File: src/hdl/gsp_consts.vh
// constants for the special-function I/O port: offsets, fields, resets
// Operation
// - dma_signal_config register configures DMA request/acknowledge pin functions.
// - optional 3-tap input filter per configured special-function signal.
// - per-signal polarity bit; software must match attached signal.
// - each external interrupt selects level, rising or falling detection.
// - edge mode sets pending bit on chosen edge until software clears.
// - writing one to a pending bit clears it; zero leaves it.
// - level mode passes conditioned level straight to controller, no latch.
// - two data registers cover pins 0-31 and 32-63, one bit each.
// - drive bit one selects open-drain, zero selects push-pull output.
// - six external interrupt lines numbered 0 to 5 go out.
// - mux bit zero selects peripheral signal, one selects GPIO; resets zero.
`ifndef GSP_CONSTS_VH
`define GSP_CONSTS_VH
`define GSP_ADDR_W 32
`define GSP_OFF_DMA_CFG 32'hf003_0010
`define GSP_OFF_EXT_CFG 32'hf003_0014
`define GSP_OFF_EXT_PND 32'hf003_0018
`define GSP_OFF_DATA_LO 32'hf003_001c
`define GSP_OFF_DATA_HI 32'hf003_0020
`define GSP_OFF_DRV_LO 32'hf003_0024
`define GSP_OFF_DRV_HI 32'hf003_0028
`define GSP_OFF_MUX 32'hf003_002c
`define GSP_RST_ZERO 32'h0000_0000
// dma_signal_config: per dma signal i (0..7) a nibble at 4*i
// ext_interrupt_config: per line i (0..5) a nibble at 4*i, active low at bit 24+i
`define GSP_FLD_W 4
`define GSP_FLD_EN 0
`define GSP_FLD_FILT 1
`define GSP_FLD_POL 2
`define GSP_FLD_MODE 2
`define GSP_EXT_POL_BASE 24
`define GSP_MODE_LEVEL 2'b00
`define GSP_MODE_RISE 2'b01
`define GSP_MODE_FALL 2'b10
`define GSP_FILT_TAPS 3
`endif

File: src/hdl/gsp_cond.v
// one conditioned special-function input: optional 3-tap filter then polarity
module gsp_cond (
    // clock and reset
    input wire clk,
    input wire reset,
    // control
    input wire filt_en,
    input wire active_low,
    // pin side
    input wire pin_in,
    // conditioned level, active high
    output reg cond_ff
);
`include "gsp_consts.vh"
    reg [`GSP_FILT_TAPS-1:0] tap_ff;
    reg filt_ff;
    reg nxt_filt;
    always @* begin
        nxt_filt = filt_ff;
        if (&tap_ff)
            nxt_filt = 1'b1;
        else if (~|tap_ff)
            nxt_filt = 1'b0;
    end
    always @(posedge clk or posedge reset) begin
        if (reset) begin
            tap_ff <= {`GSP_FILT_TAPS{1'b0}};
            filt_ff <= 1'b0;
            cond_ff <= 1'b0;
        end else begin
            tap_ff <= {tap_ff[`GSP_FILT_TAPS-2:0], pin_in};
            filt_ff <= nxt_filt;
            cond_ff <= (filt_en ? nxt_filt : tap_ff[0]) ^ active_low;
        end
    end
endmodule // gsp_cond

File: src/hdl/gsp_port.v
// special-function gpio port: register file, pin drive, dma and interrupt inputs
module gsp_port #(
    parameter NUM_DMA = 8,
    parameter NUM_EXT = 6
) (
    // clock and reset
    input wire clk,
    input wire reset,
    // register port
    input wire [31:0] addr,
    input wire [31:0] wdata,
    input wire wr,
    input wire rd,
    output reg [31:0] rdata_ff,
    // pins
    input wire [63:0] pin_in,
    output reg [63:0] pin_out_ff,
    output reg [63:0] pin_oe_ff,
    // peripheral side of shared pins
    input wire [63:0] periph_out,
    input wire [63:0] periph_oe,
    output reg [63:0] periph_in_ff,
    // dma request/acknowledge pins, as indices into pin_in
    output reg [NUM_DMA-1:0] dma_req_ff,
    // interrupt controller
    output reg [NUM_EXT-1:0] ext_irq_ff
);
`include "gsp_consts.vh"
    localparam [5:0] DMA_PIN_BASE = 6'd14;
    localparam [5:0] EXT_PIN_BASE = 6'd8;

    reg [31:0] dma_cfg_ff;
    reg [31:0] ext_cfg_ff;
    reg [NUM_EXT-1:0] pend_ff;
    reg [31:0] data_lo_ff;
    reg [31:0] data_hi_ff;
    reg [31:0] drv_lo_ff;
    reg [31:0] drv_hi_ff;
    reg [31:0] mux_ff;
    reg [NUM_EXT-1:0] ext_prev_ff;
    reg [NUM_EXT-1:0] nxt_pend;
    reg [NUM_EXT-1:0] nxt_irq;
    reg [31:0] nxt_rdata;
    reg [63:0] nxt_out;
    reg [63:0] nxt_oe;
    wire [NUM_DMA-1:0] dma_cond;
    wire [NUM_EXT-1:0] ext_cond;
    wire [63:0] data_all;
    wire [63:0] drv_all;
    wire [63:0] gpio_sel;
    reg [NUM_EXT-1:0] clr_mask;
    reg [NUM_DMA-1:0] nxt_dma;
    wire [NUM_EXT-1:0] rise_evt;
    wire [NUM_EXT-1:0] fall_evt;
    integer i_irq;
    integer i_pin;
    integer i_dma;

    // a write strobe aimed at one register offset
    function wr_hit;
        input wr_en;
        input [31:0] a;
        input [31:0] off;
        begin
            wr_hit = wr_en && (a == off);
        end
    endfunction

    function [1:0] ext_mode;
        input [31:0] cfg;
        input integer idx;
        begin
            ext_mode = cfg[idx*`GSP_FLD_W+`GSP_FLD_MODE +: 2];
        end
    endfunction

    function fld_bit;
        input [31:0] cfg;
        input integer idx;
        input integer pos;
        begin
            fld_bit = cfg[idx*`GSP_FLD_W+pos];
        end
    endfunction

    assign data_all = {data_hi_ff, data_lo_ff};
    assign drv_all = {drv_hi_ff, drv_lo_ff};
    // edges of the conditioned level against the last cycle
    assign rise_evt = ext_cond & ~ext_prev_ff;
    assign fall_evt = ~ext_cond & ext_prev_ff;
    // low 32 pins always gpio here, high 32 follow the mux bits
    assign gpio_sel = {mux_ff, 32'hffff_ffff};

    genvar g;
    generate
        for (g = 0; g < NUM_DMA; g = g + 1) begin : g_dma
            wire filt_on;
            wire pol_low;
            assign filt_on = dma_cfg_ff[g*`GSP_FLD_W+`GSP_FLD_FILT];
            assign pol_low = dma_cfg_ff[g*`GSP_FLD_W+`GSP_FLD_POL];
            gsp_cond u_cond (
                .clk(clk),
                .reset(reset),
                .filt_en(filt_on),
                .active_low(pol_low),
                .pin_in(pin_in[DMA_PIN_BASE+g]),
                .cond_ff(dma_cond[g])
            );
        end
        for (g = 0; g < NUM_EXT; g = g + 1) begin : g_ext
            wire filt_on;
            wire pol_low;
            // polarity kept apart from the mode bits
            assign filt_on = ext_cfg_ff[g*`GSP_FLD_W+`GSP_FLD_FILT];
            assign pol_low = ext_cfg_ff[`GSP_EXT_POL_BASE+g];
            gsp_cond u_cond (
                .clk(clk),
                .reset(reset),
                .filt_en(filt_on),
                .active_low(pol_low),
                .pin_in(pin_in[EXT_PIN_BASE+g]),
                .cond_ff(ext_cond[g])
            );
        end
    endgenerate

    always @* begin
        clr_mask = {NUM_EXT{1'b0}};
        if (wr_hit(wr, addr, `GSP_OFF_EXT_PND))
            clr_mask = wdata[NUM_EXT-1:0];
    end

    // interrupt detection
    always @* begin
        nxt_pend = pend_ff & ~clr_mask;
        nxt_irq = {NUM_EXT{1'b0}};
        for (i_irq = 0; i_irq < NUM_EXT; i_irq = i_irq + 1) begin
            case (ext_mode(ext_cfg_ff, i_irq))
                `GSP_MODE_RISE: begin
                    // edge sets pending, set beats clear
                    if (rise_evt[i_irq])
                        nxt_pend[i_irq] = 1'b1;
                end
                `GSP_MODE_FALL: begin
                    if (fall_evt[i_irq])
                        nxt_pend[i_irq] = 1'b1;
                end
                default: begin
                    nxt_pend[i_irq] = 1'b0;
                end
            endcase
            if (!fld_bit(ext_cfg_ff, i_irq, `GSP_FLD_EN))
                nxt_irq[i_irq] = 1'b0;
            else if (ext_mode(ext_cfg_ff, i_irq) == `GSP_MODE_LEVEL)
                nxt_irq[i_irq] = ext_cond[i_irq];
            else
                nxt_irq[i_irq] = nxt_pend[i_irq];
        end
    end

    // pin drive
    always @* begin
        nxt_out = 64'h0000_0000_0000_0000;
        nxt_oe = 64'h0000_0000_0000_0000;
        for (i_pin = 0; i_pin < 64; i_pin = i_pin + 1) begin
            if (gpio_sel[i_pin]) begin
                if (drv_all[i_pin]) begin
                    nxt_out[i_pin] = 1'b0;
                    nxt_oe[i_pin] = ~data_all[i_pin];
                end else begin
                    nxt_out[i_pin] = data_all[i_pin];
                    nxt_oe[i_pin] = 1'b1;
                end
            end else begin
                nxt_out[i_pin] = periph_out[i_pin];
                nxt_oe[i_pin] = periph_oe[i_pin];
            end
        end
    end

    // register read decode
    always @* begin
        nxt_rdata = `GSP_RST_ZERO;
        if (!rd)
            nxt_rdata = `GSP_RST_ZERO;
        else if (addr == `GSP_OFF_DMA_CFG)
            nxt_rdata = dma_cfg_ff;
        else if (addr == `GSP_OFF_EXT_CFG)
            nxt_rdata = ext_cfg_ff;
        else if (addr == `GSP_OFF_EXT_PND)
            nxt_rdata = {{(32-NUM_EXT){1'b0}}, pend_ff};
        else if (addr == `GSP_OFF_DATA_LO)
            nxt_rdata = pin_in[31:0];
        else if (addr == `GSP_OFF_DATA_HI)
            nxt_rdata = pin_in[63:32];
        else if (addr == `GSP_OFF_DRV_LO)
            nxt_rdata = drv_lo_ff;
        else if (addr == `GSP_OFF_DRV_HI)
            nxt_rdata = drv_hi_ff;
        else if (addr == `GSP_OFF_MUX)
            nxt_rdata = mux_ff;
    end

    always @(posedge clk or posedge reset) begin
        if (reset) begin
            dma_cfg_ff <= `GSP_RST_ZERO;
        end else if (wr_hit(wr, addr, `GSP_OFF_DMA_CFG)) begin
            dma_cfg_ff <= wdata;
        end
    end

    always @(posedge clk or posedge reset) begin
        if (reset) begin
            ext_cfg_ff <= `GSP_RST_ZERO;
        end else if (wr_hit(wr, addr, `GSP_OFF_EXT_CFG)) begin
            ext_cfg_ff <= wdata;
        end
    end

    // writes set driven values; no documented reset, cleared for a known start
    always @(posedge clk or posedge reset) begin
        if (reset) begin
            data_lo_ff <= `GSP_RST_ZERO;
        end else if (wr_hit(wr, addr, `GSP_OFF_DATA_LO)) begin
            data_lo_ff <= wdata;
        end
    end

    always @(posedge clk or posedge reset) begin
        if (reset) begin
            data_hi_ff <= `GSP_RST_ZERO;
        end else if (wr_hit(wr, addr, `GSP_OFF_DATA_HI)) begin
            data_hi_ff <= wdata;
        end
    end

    // drive kind, pins 0 to 31
    always @(posedge clk or posedge reset) begin
        if (reset) begin
            drv_lo_ff <= `GSP_RST_ZERO;
        end else if (wr_hit(wr, addr, `GSP_OFF_DRV_LO)) begin
            drv_lo_ff <= wdata;
        end
    end

    // drive kind, pins 32 to 63
    always @(posedge clk or posedge reset) begin
        if (reset) begin
            drv_hi_ff <= `GSP_RST_ZERO;
        end else if (wr_hit(wr, addr, `GSP_OFF_DRV_HI)) begin
            drv_hi_ff <= wdata;
        end
    end

    // pins 32 to 63 start on their peripheral; pins 0 to 31 are always gpio
    always @(posedge clk or posedge reset) begin
        if (reset) begin
            mux_ff <= `GSP_RST_ZERO;
        end else if (wr_hit(wr, addr, `GSP_OFF_MUX)) begin
            mux_ff <= wdata;
        end
    end

    always @(posedge clk or posedge reset) begin
        if (reset) begin
            pend_ff <= {NUM_EXT{1'b0}};
        end else begin
            pend_ff <= nxt_pend;
        end
    end

    // edge history; a polarity change can look like an edge, so clear pending after it
    always @(posedge clk or posedge reset) begin
        if (reset) begin
            ext_prev_ff <= {NUM_EXT{1'b0}};
        end else begin
            ext_prev_ff <= ext_cond;
        end
    end

    // read data stand one cycle, zero otherwise
    always @(posedge clk or posedge reset) begin
        if (reset) begin
            rdata_ff <= `GSP_RST_ZERO;
        end else begin
            rdata_ff <= nxt_rdata;
        end
    end

    // registered pin drive
    always @(posedge clk or posedge reset) begin
        if (reset) begin
            pin_out_ff <= 64'h0000_0000_0000_0000;
            pin_oe_ff <= 64'h0000_0000_0000_0000;
        end else begin
            pin_out_ff <= nxt_out;
            pin_oe_ff <= nxt_oe;
        end
    end

    // peripherals see the pins one cycle late
    always @(posedge clk or posedge reset) begin
        if (reset) begin
            periph_in_ff <= 64'h0000_0000_0000_0000;
        end else begin
            periph_in_ff <= pin_in;
        end
    end

    // request only when the signal is enabled
    always @* begin
        nxt_dma = {NUM_DMA{1'b0}};
        for (i_dma = 0; i_dma < NUM_DMA; i_dma = i_dma + 1)
            nxt_dma[i_dma] = dma_cond[i_dma] & fld_bit(dma_cfg_ff, i_dma, `GSP_FLD_EN);
    end

    // dma requests out
    always @(posedge clk or posedge reset) begin
        if (reset) begin
            dma_req_ff <= {NUM_DMA{1'b0}};
        end else begin
            dma_req_ff <= nxt_dma;
        end
    end

    always @(posedge clk or posedge reset) begin
        if (reset) begin
            ext_irq_ff <= {NUM_EXT{1'b0}};
        end else begin
            ext_irq_ff <= nxt_irq;
        end
    end
endmodule // gsp_port

File: config.mk
export PLATFORM = sky130hd
export DESIGN_NAME = gsp_port
export DESIGN_NICKNAME = d
export VERILOG_FILES = /design/src/hdl/gsp_cond.v /design/src/hdl/gsp_port.v
export VERILOG_INCLUDE_DIRS = /design/src /design/src/hdl
export SDC_FILE = /design/constraint.sdc
export NUM_CORES = 1
export LEC_CHECK = 0
export BUFFER_PORTS_ARGS = -buffer_cell sky130_fd_sc_hd__buf_2
export CAP_MARGIN = 20
export CORE_MARGIN = 2
export CORE_UTILIZATION = 50
export CTS_CLUSTER_SIZE = 20
export DETAILED_ROUTE_END_ITERATION = 10
export PLACE_DENSITY = 0.8
export SYNTH_ARGS = -nofsm -noshare
export SYNTH_HDL_FRONTEND = slang
export SYNTH_SLANG_ARGS = --single-unit
File: constraint.sdc
create_clock -name clk -period 20.4 [get_ports clk]
set_input_delay 1.02 -clock clk [delete_from_list [all_inputs] [get_ports clk]]
set_output_delay 1.02 -clock clk [all_outputs]
set_load 0.05 [all_outputs]
Word-level counts from Yosys, hierarchy flattened

Index checks and enable logic that the tools add are counted.

Bits in registers: 544
Word-level logic and storage cells: 485
Input port bits: 260
Output and inout bits: 238

Equal/unequal tests: 20
Reduce and logical (&&, ||, !) cells: 42
Bitwise logic cells: 92
Mux-type cells: 274

Operators with widths:

| kind                                                                  | number |
|---|---|
| 32-bit 2-to-1 mux                                                     | 9 |
| 1-bit 2-to-1 mux                                                      | 258 |
| 32-bit equality test, second input constant                           | 8 |
| 1-bit NOT                                                             | 64 |
| 3-bit AND reduction                                                   | 14 |
| 3-bit OR reduction                                                    | 14 |
| 6-bit AND                                                             | 3 |
| 6-bit NOT                                                             | 3 |
| 1-bit XOR                                                             | 14 |
| 2-bit by 1-bit equality test with 1-bit output, second input constant | 6 |
| 2-bit equality test, second input constant                            | 6 |
| 2-bit logical NOT                                                     | 6 |
| 1-bit one-hot mux with 2 select lines                                 | 6 |
| 1-bit AND                                                             | 8 |
| 1-bit logical AND                                                     | 8 |
| 6-bit 2-to-1 mux                                                      | 1 |

Logic depth before layout (Yosys ltp)

Gate-level depths: netlist (run 1).

Word-level depth: 10
Mapped depth: 8
Gate-level depth less buffers: 6

By module

A second synthesis (run 1) with hierarchy kept.

Cell total of the unflattened synthesis: 1671
Area total of the unflattened synthesis: 21718.3 um^2

Modules (own cells, without submodules):

| module   | area each (um^2) | cells each | sequential area each (um^2) | times used |
|---|---|---|---|---|
| gsp_port | 19073.3          | 1433       | 11861.4                     | 1 |
| gsp_cond | 188.9            | 17         | 125.1                       | 14 |

Worst setup path before layout (run 1)

Ideal clock, no wire load.

Kind: input port to flip-flop
Start point: in addr[7]
End point: reg ext_cfg_ff[12]
Data required time: 20275 ps
Cell stages on the path: 5
Slack: 17531 ps
Library setup time: 125 ps
Path buffers: 1
Arrival: 2744 ps
Cells stage by stage: or4b_4 -> or2_4 -> nor4_4 -> buf_6 -> mux2_2

Word-level cells in the longest chain between the ends: 2

RTL lines:

| element                | RTL line       | source |
|---|---|---|
| start: declaration     | gsp_port.v:10  | `input wire [31:0] addr,` |
| 32-bit equality test   | gsp_port.v:65  | `wr_hit = wr_en && (a == off);` |
| 1-bit logical AND      | gsp_port.v:65  |  |
| end signal: assignment | gsp_port.v:214 | `` ext_cfg_ff <= `GSP_RST_ZERO; `` |
| end signal: assignment | gsp_port.v:216 | `ext_cfg_ff <= wdata;` |
| end: declaration       | gsp_port.v:33  | `reg [31:0] ext_cfg_ff;` |

No other way between the ends.
A chain may end at the register's enable or synchronous reset.

Worst setup path in the final report (run 1)

Start point: in addr[3]
End point: reg mux_ff[25]

Word-level cells in the longest chain between the ends: 2

RTL lines:

| element                | RTL line       | source |
|---|---|---|
| 32-bit equality test   | gsp_port.v:65  |  |
| 1-bit logical AND      | gsp_port.v:65  |  |
| end signal: assignment | gsp_port.v:258 | `` mux_ff <= `GSP_RST_ZERO; `` |
| end signal: assignment | gsp_port.v:260 | `mux_ff <= wdata;` |
| end: declaration       | gsp_port.v:39  | `reg [31:0] mux_ff;` |

No other way between the ends.

==> results of run 1 <==
where the power goes:
| part | switching (uW) | internal (uW) | leakage (uW) |
|---|---|---|---|
| combinational | 117 | 39.9 | 0.00509 |
| clock | 417 | 607 | 0.000928 |
| sequential | 9.24 | 1070 | 0.00671 |
layout make-up:
type                       count  area share, %
antenna                        1        0.00977
clock buffer                  74           6.17
clock inverter                28           1.11
inverter                      64          0.967
multi-input combinational    910           27.8
sequential                   530           51.8
tap                          539           2.63
timing repair buffer         458           9.49
logic make-up (layout without fill, tap and decap cells):
group | after synthesis | count (layout) | synth area share, %
buffers and inverters | 148 | 624 | 3.50
AOI/OAI and AO/OA | 297 | 297 | 9.36
xor gates and xnor gates | 14 | 14 | 0.582
muxes | 273 | 273 | 15.1
other | 0 | 1 | 0
and+or+nand+nor | 314 | 314 | 7.88
DFF | 530 | 530 | 62.9
adders and majority gates | 12 | 12 | 0.712
worst max path at each step:
stage | from | endpoint | slack, ps | cells past startpoint
after CTS | addr[9] | drv_lo_ff[0] | 16330 | 7
after floorplan | reset | data_hi_ff[0] | 4570 | 1
after global routing | addr[3] | mux_ff[25] | 16450 | 8
final | addr[3] | mux_ff[25] | 16490 | 8
after global placement | addr[21] | drv_lo_ff[5] | 15850 | 7
after detailed placement | addr[9] | drv_lo_ff[0] | 15700 | 7
registers in the layout, indices dropped and copies added, names as in the netlist, 8 cells and up:
| signal | count |
|---|---|
| data_hi_ff | 32 |
| data_lo_ff | 32 |
| dma_cfg_ff | 32 |
| dma_req_ff | 8 |
| drv_hi_ff | 32 |
| drv_lo_ff | 32 |
| ext_cfg_ff | 32 |
| g_dma.u_cond.cond_ff | 8 |
| g_dma.u_cond.filt_ff | 8 |
| g_dma.u_cond.tap_ff | 24 |
| g_ext.u_cond.tap_ff | 12 |
| mux_ff | 32 |
| periph_in_ff | 56 |
| pin_oe_ff | 64 |
| pin_out_ff | 64 |
| rdata_ff | 32 |
metal layers:
layer / track usage (%) / wire (um) / vias to the layer above
li1: - / - / 6514
met1: 36.0 / 24500 / 7527
met2: 43.0 / 28200 / 625
met3: 6.12 / 4610 / 133
met4: 10.4 / 1860 / 2
met5: 0 / 10 / -
critical path, cell delays in order:
cell,delay [ps]
buf_4,450
buf_4,590
and2_2,280
buf_4,600
nand2_1,210
nor2_4,150
buf_4,540
mux2_2,410
cell usage in the layout (no fill, tap or decap), types with 34 or more instances in the layout:
| cell type | n |
|---|---|
| nor2_1 | 58 |
| nor2b_1 | 37 |
| mux2i_1 | 52 |
| buf_2 | 431 |
| nand3b_1 | 34 |
| dfrtp_1 | 530 |
| clkbuf_16 | 57 |
| nand2_1 | 95 |
| inv_1 | 63 |
| o21ai_0 | 111 |
| mux2_2 | 182 |
| a31oi_1 | 36 |
| a21oi_1 | 37 |
through the flow:
step                setup WS [ps]  cell area (um2)  std cells
global placement            15850            23700       2498
global route                16450            25600       2603
detailed placement          15700            23700       2499
CTS                         16330            25600       2601
finish                      16490            25600       2604
floorplan                    4570            21100       1588
==> run_results.csv, run 1 <==
group,metric,value,unit
layout,fill_cells,3158,
synthesis,synthMostInstantiatedCell,"dfrtp_1",
placed_design,gp_congestion,0.833,
layout,final_util,61.3,%
timing,finalMaxSlewViolations,0,
drt,drc,0,
timing,period_share,19.1,%
drt,drt_iter0_drc,1182,
die,rows,75,
power_and_ir_drop,power.leakage,0.0127,uW
worst_setup_path,path_class,"primary input to flop",
clock_tree,clockBufferDepth,3,
drt,wl,59200,um
synthesis,syn_area_per_cell,13.3,um2
power_and_ir_drop,pwr_density_cell,88.3,nW/um2
power_and_ir_drop,power,2260,uW
global_route,globalRouteTotalUtil,26.9,%
clock_tree,clock-sinks,530,
timing,slew_headroom,32.0,%
clock_tree,htree_levels,2,
hold_path,hold_path_end,"g_dma[7].u_cond.tap_ff[2]",
drt,drtPass1Iterations,5,
synthesis,synth_enable_flop_cells,0,
synthesis,yosysTopAreaCellShare,62.9,%
timing,rsz0062_at_grt,"no",
die,io_pins,498,
hold_path,hold_class,"flop to flop",
synthesis,ys_top_cells_by_area,"dfrtp_1 (63%), mux2_2 (9.7%), o21ai_0 (2.6%), mux2i_1 (2.5%), mux2_4 (2.1%)",
clock_tree,cts_root_buffer,"clkbuf_16",
placed_design,port_buffers,433,
layout,seq_area,13300,um2
clock_tree,tritoncts,"done",
global_route,grt.overflow.total,0,
synthesis,synth_cells,1588,
drt,viasPerCell,5.68,
hold_path,whs_path_depth,0,
timing,period_needed,3910,ps
layout,multiInputGateArea,7130,um2
timing,worstMarginPinSlew,1020,ps
global_route,antenna_found_initial,2,
clock_tree,clkSlewWorstSetupHoldPaths,60,ps
timing,hold_viol,0,
synthesis,synth_top_area_cell,"dfrtp_1",
hold_path,worstHoldStart,"g_dma[7].u_cond.tap_ff[1]",
global_route,grt_pass1_wl,89300,um
worst_setup_path,cp.required,20870,ps
drt,vias,14801,
layout,nets,2291,
timing,finalSetupViolations,0,
timing,fmax,256,MHz
synthesis,ys_seq_area_share,62.9,%
clock_tree,ctsResizeCount,0,
clock_tree,numCtsBuffers,55,
worst_setup_path,reg2reg_setup_slack,18820,ps
synthesis,yosys_warnings,0,
worst_setup_path,reg2reg_from,"ext_cfg_ff[18]",
synthesis,synth.net_count,1860,
die,fp.dieH,209,um
layout,syn2layout_area_growth,21.5,%
timing,hold_slack,375,ps
die,initial_core_util,50.5,%
timing,fin_worst_skew,14.2,ps
synthesis,synth_cell_types,57,
drt,ant_nets,0,
placed_design,hpwl,39200,um
layout,layout-drive-gt1-share,38.5,%
clock_tree,cts_setup_buffers,0,
global_route,grt_pass1_vias,15062,
clock_tree,clock_latency,590,ps
synthesis,ys_async_sr_fraction,100,%
worst_setup_path,endpoint_kind,"flop",
worst_setup_path,startpoint_type,"primary input",
synthesis,synth_ff_type,"dfrtp_1",
synthesis,ys_ff_latch,530,
drt,wl_per_cell,22.7,um
job,maxCapViolations,0,
synthesis,synth_area,21100,um2
worst_setup_path,rr_worst_depth,5,
power_and_ir_drop,vdd_drop_max,0.0613,mV
worst_setup_path,path_max_fanout,45,
global_route,grt_max_degree,182,
worst_setup_path,cp.arrival,4380,ps
die,core_area,41800,um2
status,status,"completed",
die,die-area,43800,um2
worst_setup_path,timing.rr.end,"ext_irq_ff[4]",
clock_tree,cts-hold-fix-buffers,0,
timing,fin_tns_setup,0,ps
die,dieWidth,209,um
synthesis,synth_common_cells,"dfrtp_1 (530), mux2_2 (182), o21ai_0 (111)",
(Power assumes the default switching activity.)
==> inputs of run 2 (changes only) <==
- clock period: 20.4 -> 4 ns (I/O delays scaled with it)
==> run_results.csv, run 2 (synthesis results as in run 1) <==
group,metric,value,unit
hold_path,hold_class,"primary input to flop",
global_route,antenna_found_initial,2,
timing,finalWorstSetupSlack,1700,ps
layout,final_util,65.6,%
power_and_ir_drop,pwr_density_cell,432,nW/um2
power_and_ir_drop,clock_power_share,45.3,%
timing,rsz0062_at_grt,"no",
drt,vias,15718,
clock_tree,htree_levels,2,
clock_tree,numCtsBuffers,53,
clock_tree,clock_latency,600,ps
timing,finalSetupViolations,0,
power_and_ir_drop,sw_frac_of_total,23.9,%
worst_setup_path,path_cells,"buf_2 -> or2_1 -> or3_1 -> nor2_1 -> nand3_2 -> buf_4 -> mux2_2",
timing,finalMaxSlewViolations,0,
global_route,grt_pass1_wl,97600,um
timing,fin_worst_skew,11.2,ps
worst_setup_path,cp_slowest_stage_delay,560,ps
layout,fill_cells,2892,
timing,hold_viol,0,
die,dieWidth,209,um
placed_design,place_ws,1100,ps
die,initial_core_util,50.5,%
clock_tree,clockBufferDepth,3,
timing,period_needed,2300,ps
worst_setup_path,cp_top_family,"simple AND/OR/NAND/NOR gates",
die,die-area,43800,um2
drt,viasPerCell,5.66,
die,io_pins,498,
die,fp.dieH,209,um
drt,drtPass1Iterations,8,
drt,wl_per_cell,23.1,um
power_and_ir_drop,p_sw,2830,uW
power_and_ir_drop,p_seq_share,46.6,%
power_and_ir_drop,power.leakage,0.0135,uW
layout,syn2layout_area_growth,29.8,%
worst_setup_path,path_max_fanout,19,
global_route,grt_pass1_vias,16784,
timing,worstMarginPinSlew,987,ps
worst_setup_path,path_class,"primary input to flop",
power_and_ir_drop,pwr-share-comb,8.1,%
clock_tree,cts_setup_buffers,0,
worst_setup_path,cp.required,4480,ps
drt,wl,64100,um
clock_tree,clkSlewWorstSetupHoldPaths,60,ps
timing,fmax,435,MHz
worst_setup_path,slowest_stage,"or3_1",
die,rows,75,
layout,mostFrequentLayoutCell,"dfrtp_1",
job,maxCapViolations,0,
global_route,globalRouteTotalUtil,29.3,%
layout,layout-drive-gt1-share,36.1,%
layout,nets,2465,
timing,period_share,57.5,%
power_and_ir_drop,vdd_drop_max,0.377,mV
worst_setup_path,crit_buf_inv,2,
placed_design,place.detailed.instances,2515,
drt,drc,0,
power_and_ir_drop,power,11800,uW
layout,layout.cells.non_filler,2777,
clock_tree,tritoncts,"done",
clock_tree,clock-sinks,530,
global_route,grt.overflow.total,0,
power_and_ir_drop,internal_power,9010,uW
global_route,grt_max_degree,109,
clock_tree,cts_root_buffer,"clkbuf_16",
worst_setup_path,endpoint_kind,"flop",
layout,final_cell_mix,"dfrtp_1 (530), buf_2 (431), mux2_2 (182), dlygate4sd3_1 (162), o21ai_0 (111)",
drt,drt_iter0_drc,1118,
die,core_area,41800,um2
placed_design,hpwl,39700,um
worst_setup_path,cp.arrival,2780,ps
status,status,"completed",
clock_tree,ctsResizeCount,0,
drt,ant_nets,0,
placed_design,gp_congestion,0.810,
timing,slew_headroom,34.1,%
placed_design,port_buffers,433,
worst_setup_path,startpoint_type,"primary input",
layout,largestRegisters,"pin_oe_ff (64), pin_out_ff (64), periph_in_ff (56)",
==> run 2: changes by cell type in the layout (fill, tap and decap cells not counted), sizes merged <==
cell | before | now
clkbuf | 74 | 72
inv | 67 | 64
bufinv | 5 | 8
buf | 458 | 472
clkinvlp | 3 | 6
clkinv | 17 | 13
dlygate4sd3 | 0 | 162
==> run 2: area by class of cell <==
cell class / count / area [um2] / share of cell area (%)
Timing Repair Buffer: 634 / 4160 / 15.2
Tap cell: 539 / 674 / 2.46
Antenna cell: 1 / 2.50 / 0.00914
Inverter: 64 / 244 / 0.891
Clock buffer: 72 / 1540 / 5.63
Clock inverter: 27 / 359 / 1.31
Sequential cell: 530 / 13300 / 48.4
Multi-Input combinational cell: 910 / 7130 / 26.1
==> run 2: worst paths after layout <==
check                      depth (start not counted)  slack [ps]                        end                       from
hold / removal                                     2         260           periph_in_ff[34]                 pin_in[34]
hold reg to reg                                    0         370  g_dma[4].u_cond.tap_ff[2]  g_dma[4].u_cond.tap_ff[1]
setup / recovery                                   7        1700             dma_cfg_ff[31]                    addr[1]
setup reg to reg                                   5        2420              ext_irq_ff[5]             ext_cfg_ff[22]
max in group asynchronous                          4        2520             data_lo_ff[24]                      reset
min in group asynchronous                          3         370              data_lo_ff[5]                      reset
==> run 2: metrics by stage <==
stage / TNS, ps / area [um2] / hold slack, ps
global placement: 0 / 23900 / 328
finish: 0 / 27400 / 263
global route: 0 / 27400 / 254
CTS: 0 / 27400 / 231
floorplan: -1804170 / 21100 / 231
detailed placement: 0 / 23900 / 325
==> run 2: repair_timing <==
item,4_1_cts,5_1_grt
hold buffers,162,0
endpoints found under the setup margin,0,0
hold endpoints to repair,399,0
==> run 2: routing by layer <==
metal	up-vias	global-route usage [%]	routed length [um]
met2	731	49.4	31600
met5	-	0	28
met1	7956	36.8	25100
met4	4	11.4	2430
met3	177	7.09	4900
li1	6850	-	-
==> run 2: power groups by stage <==
stage | Clock, uW | Combinational (uW) | Sequential (uW)
4_1_cts | 5410 | 950 | 5510
2_1_floorplan | 0 | 279 | 5820
6_report | 5360 | 956 | 5520
3_3_place_gp | 0 | 807 | 5610
5_1_grt | 5650 | 1020 | 5520
3_5_place_dp | 0 | 822 | 5610
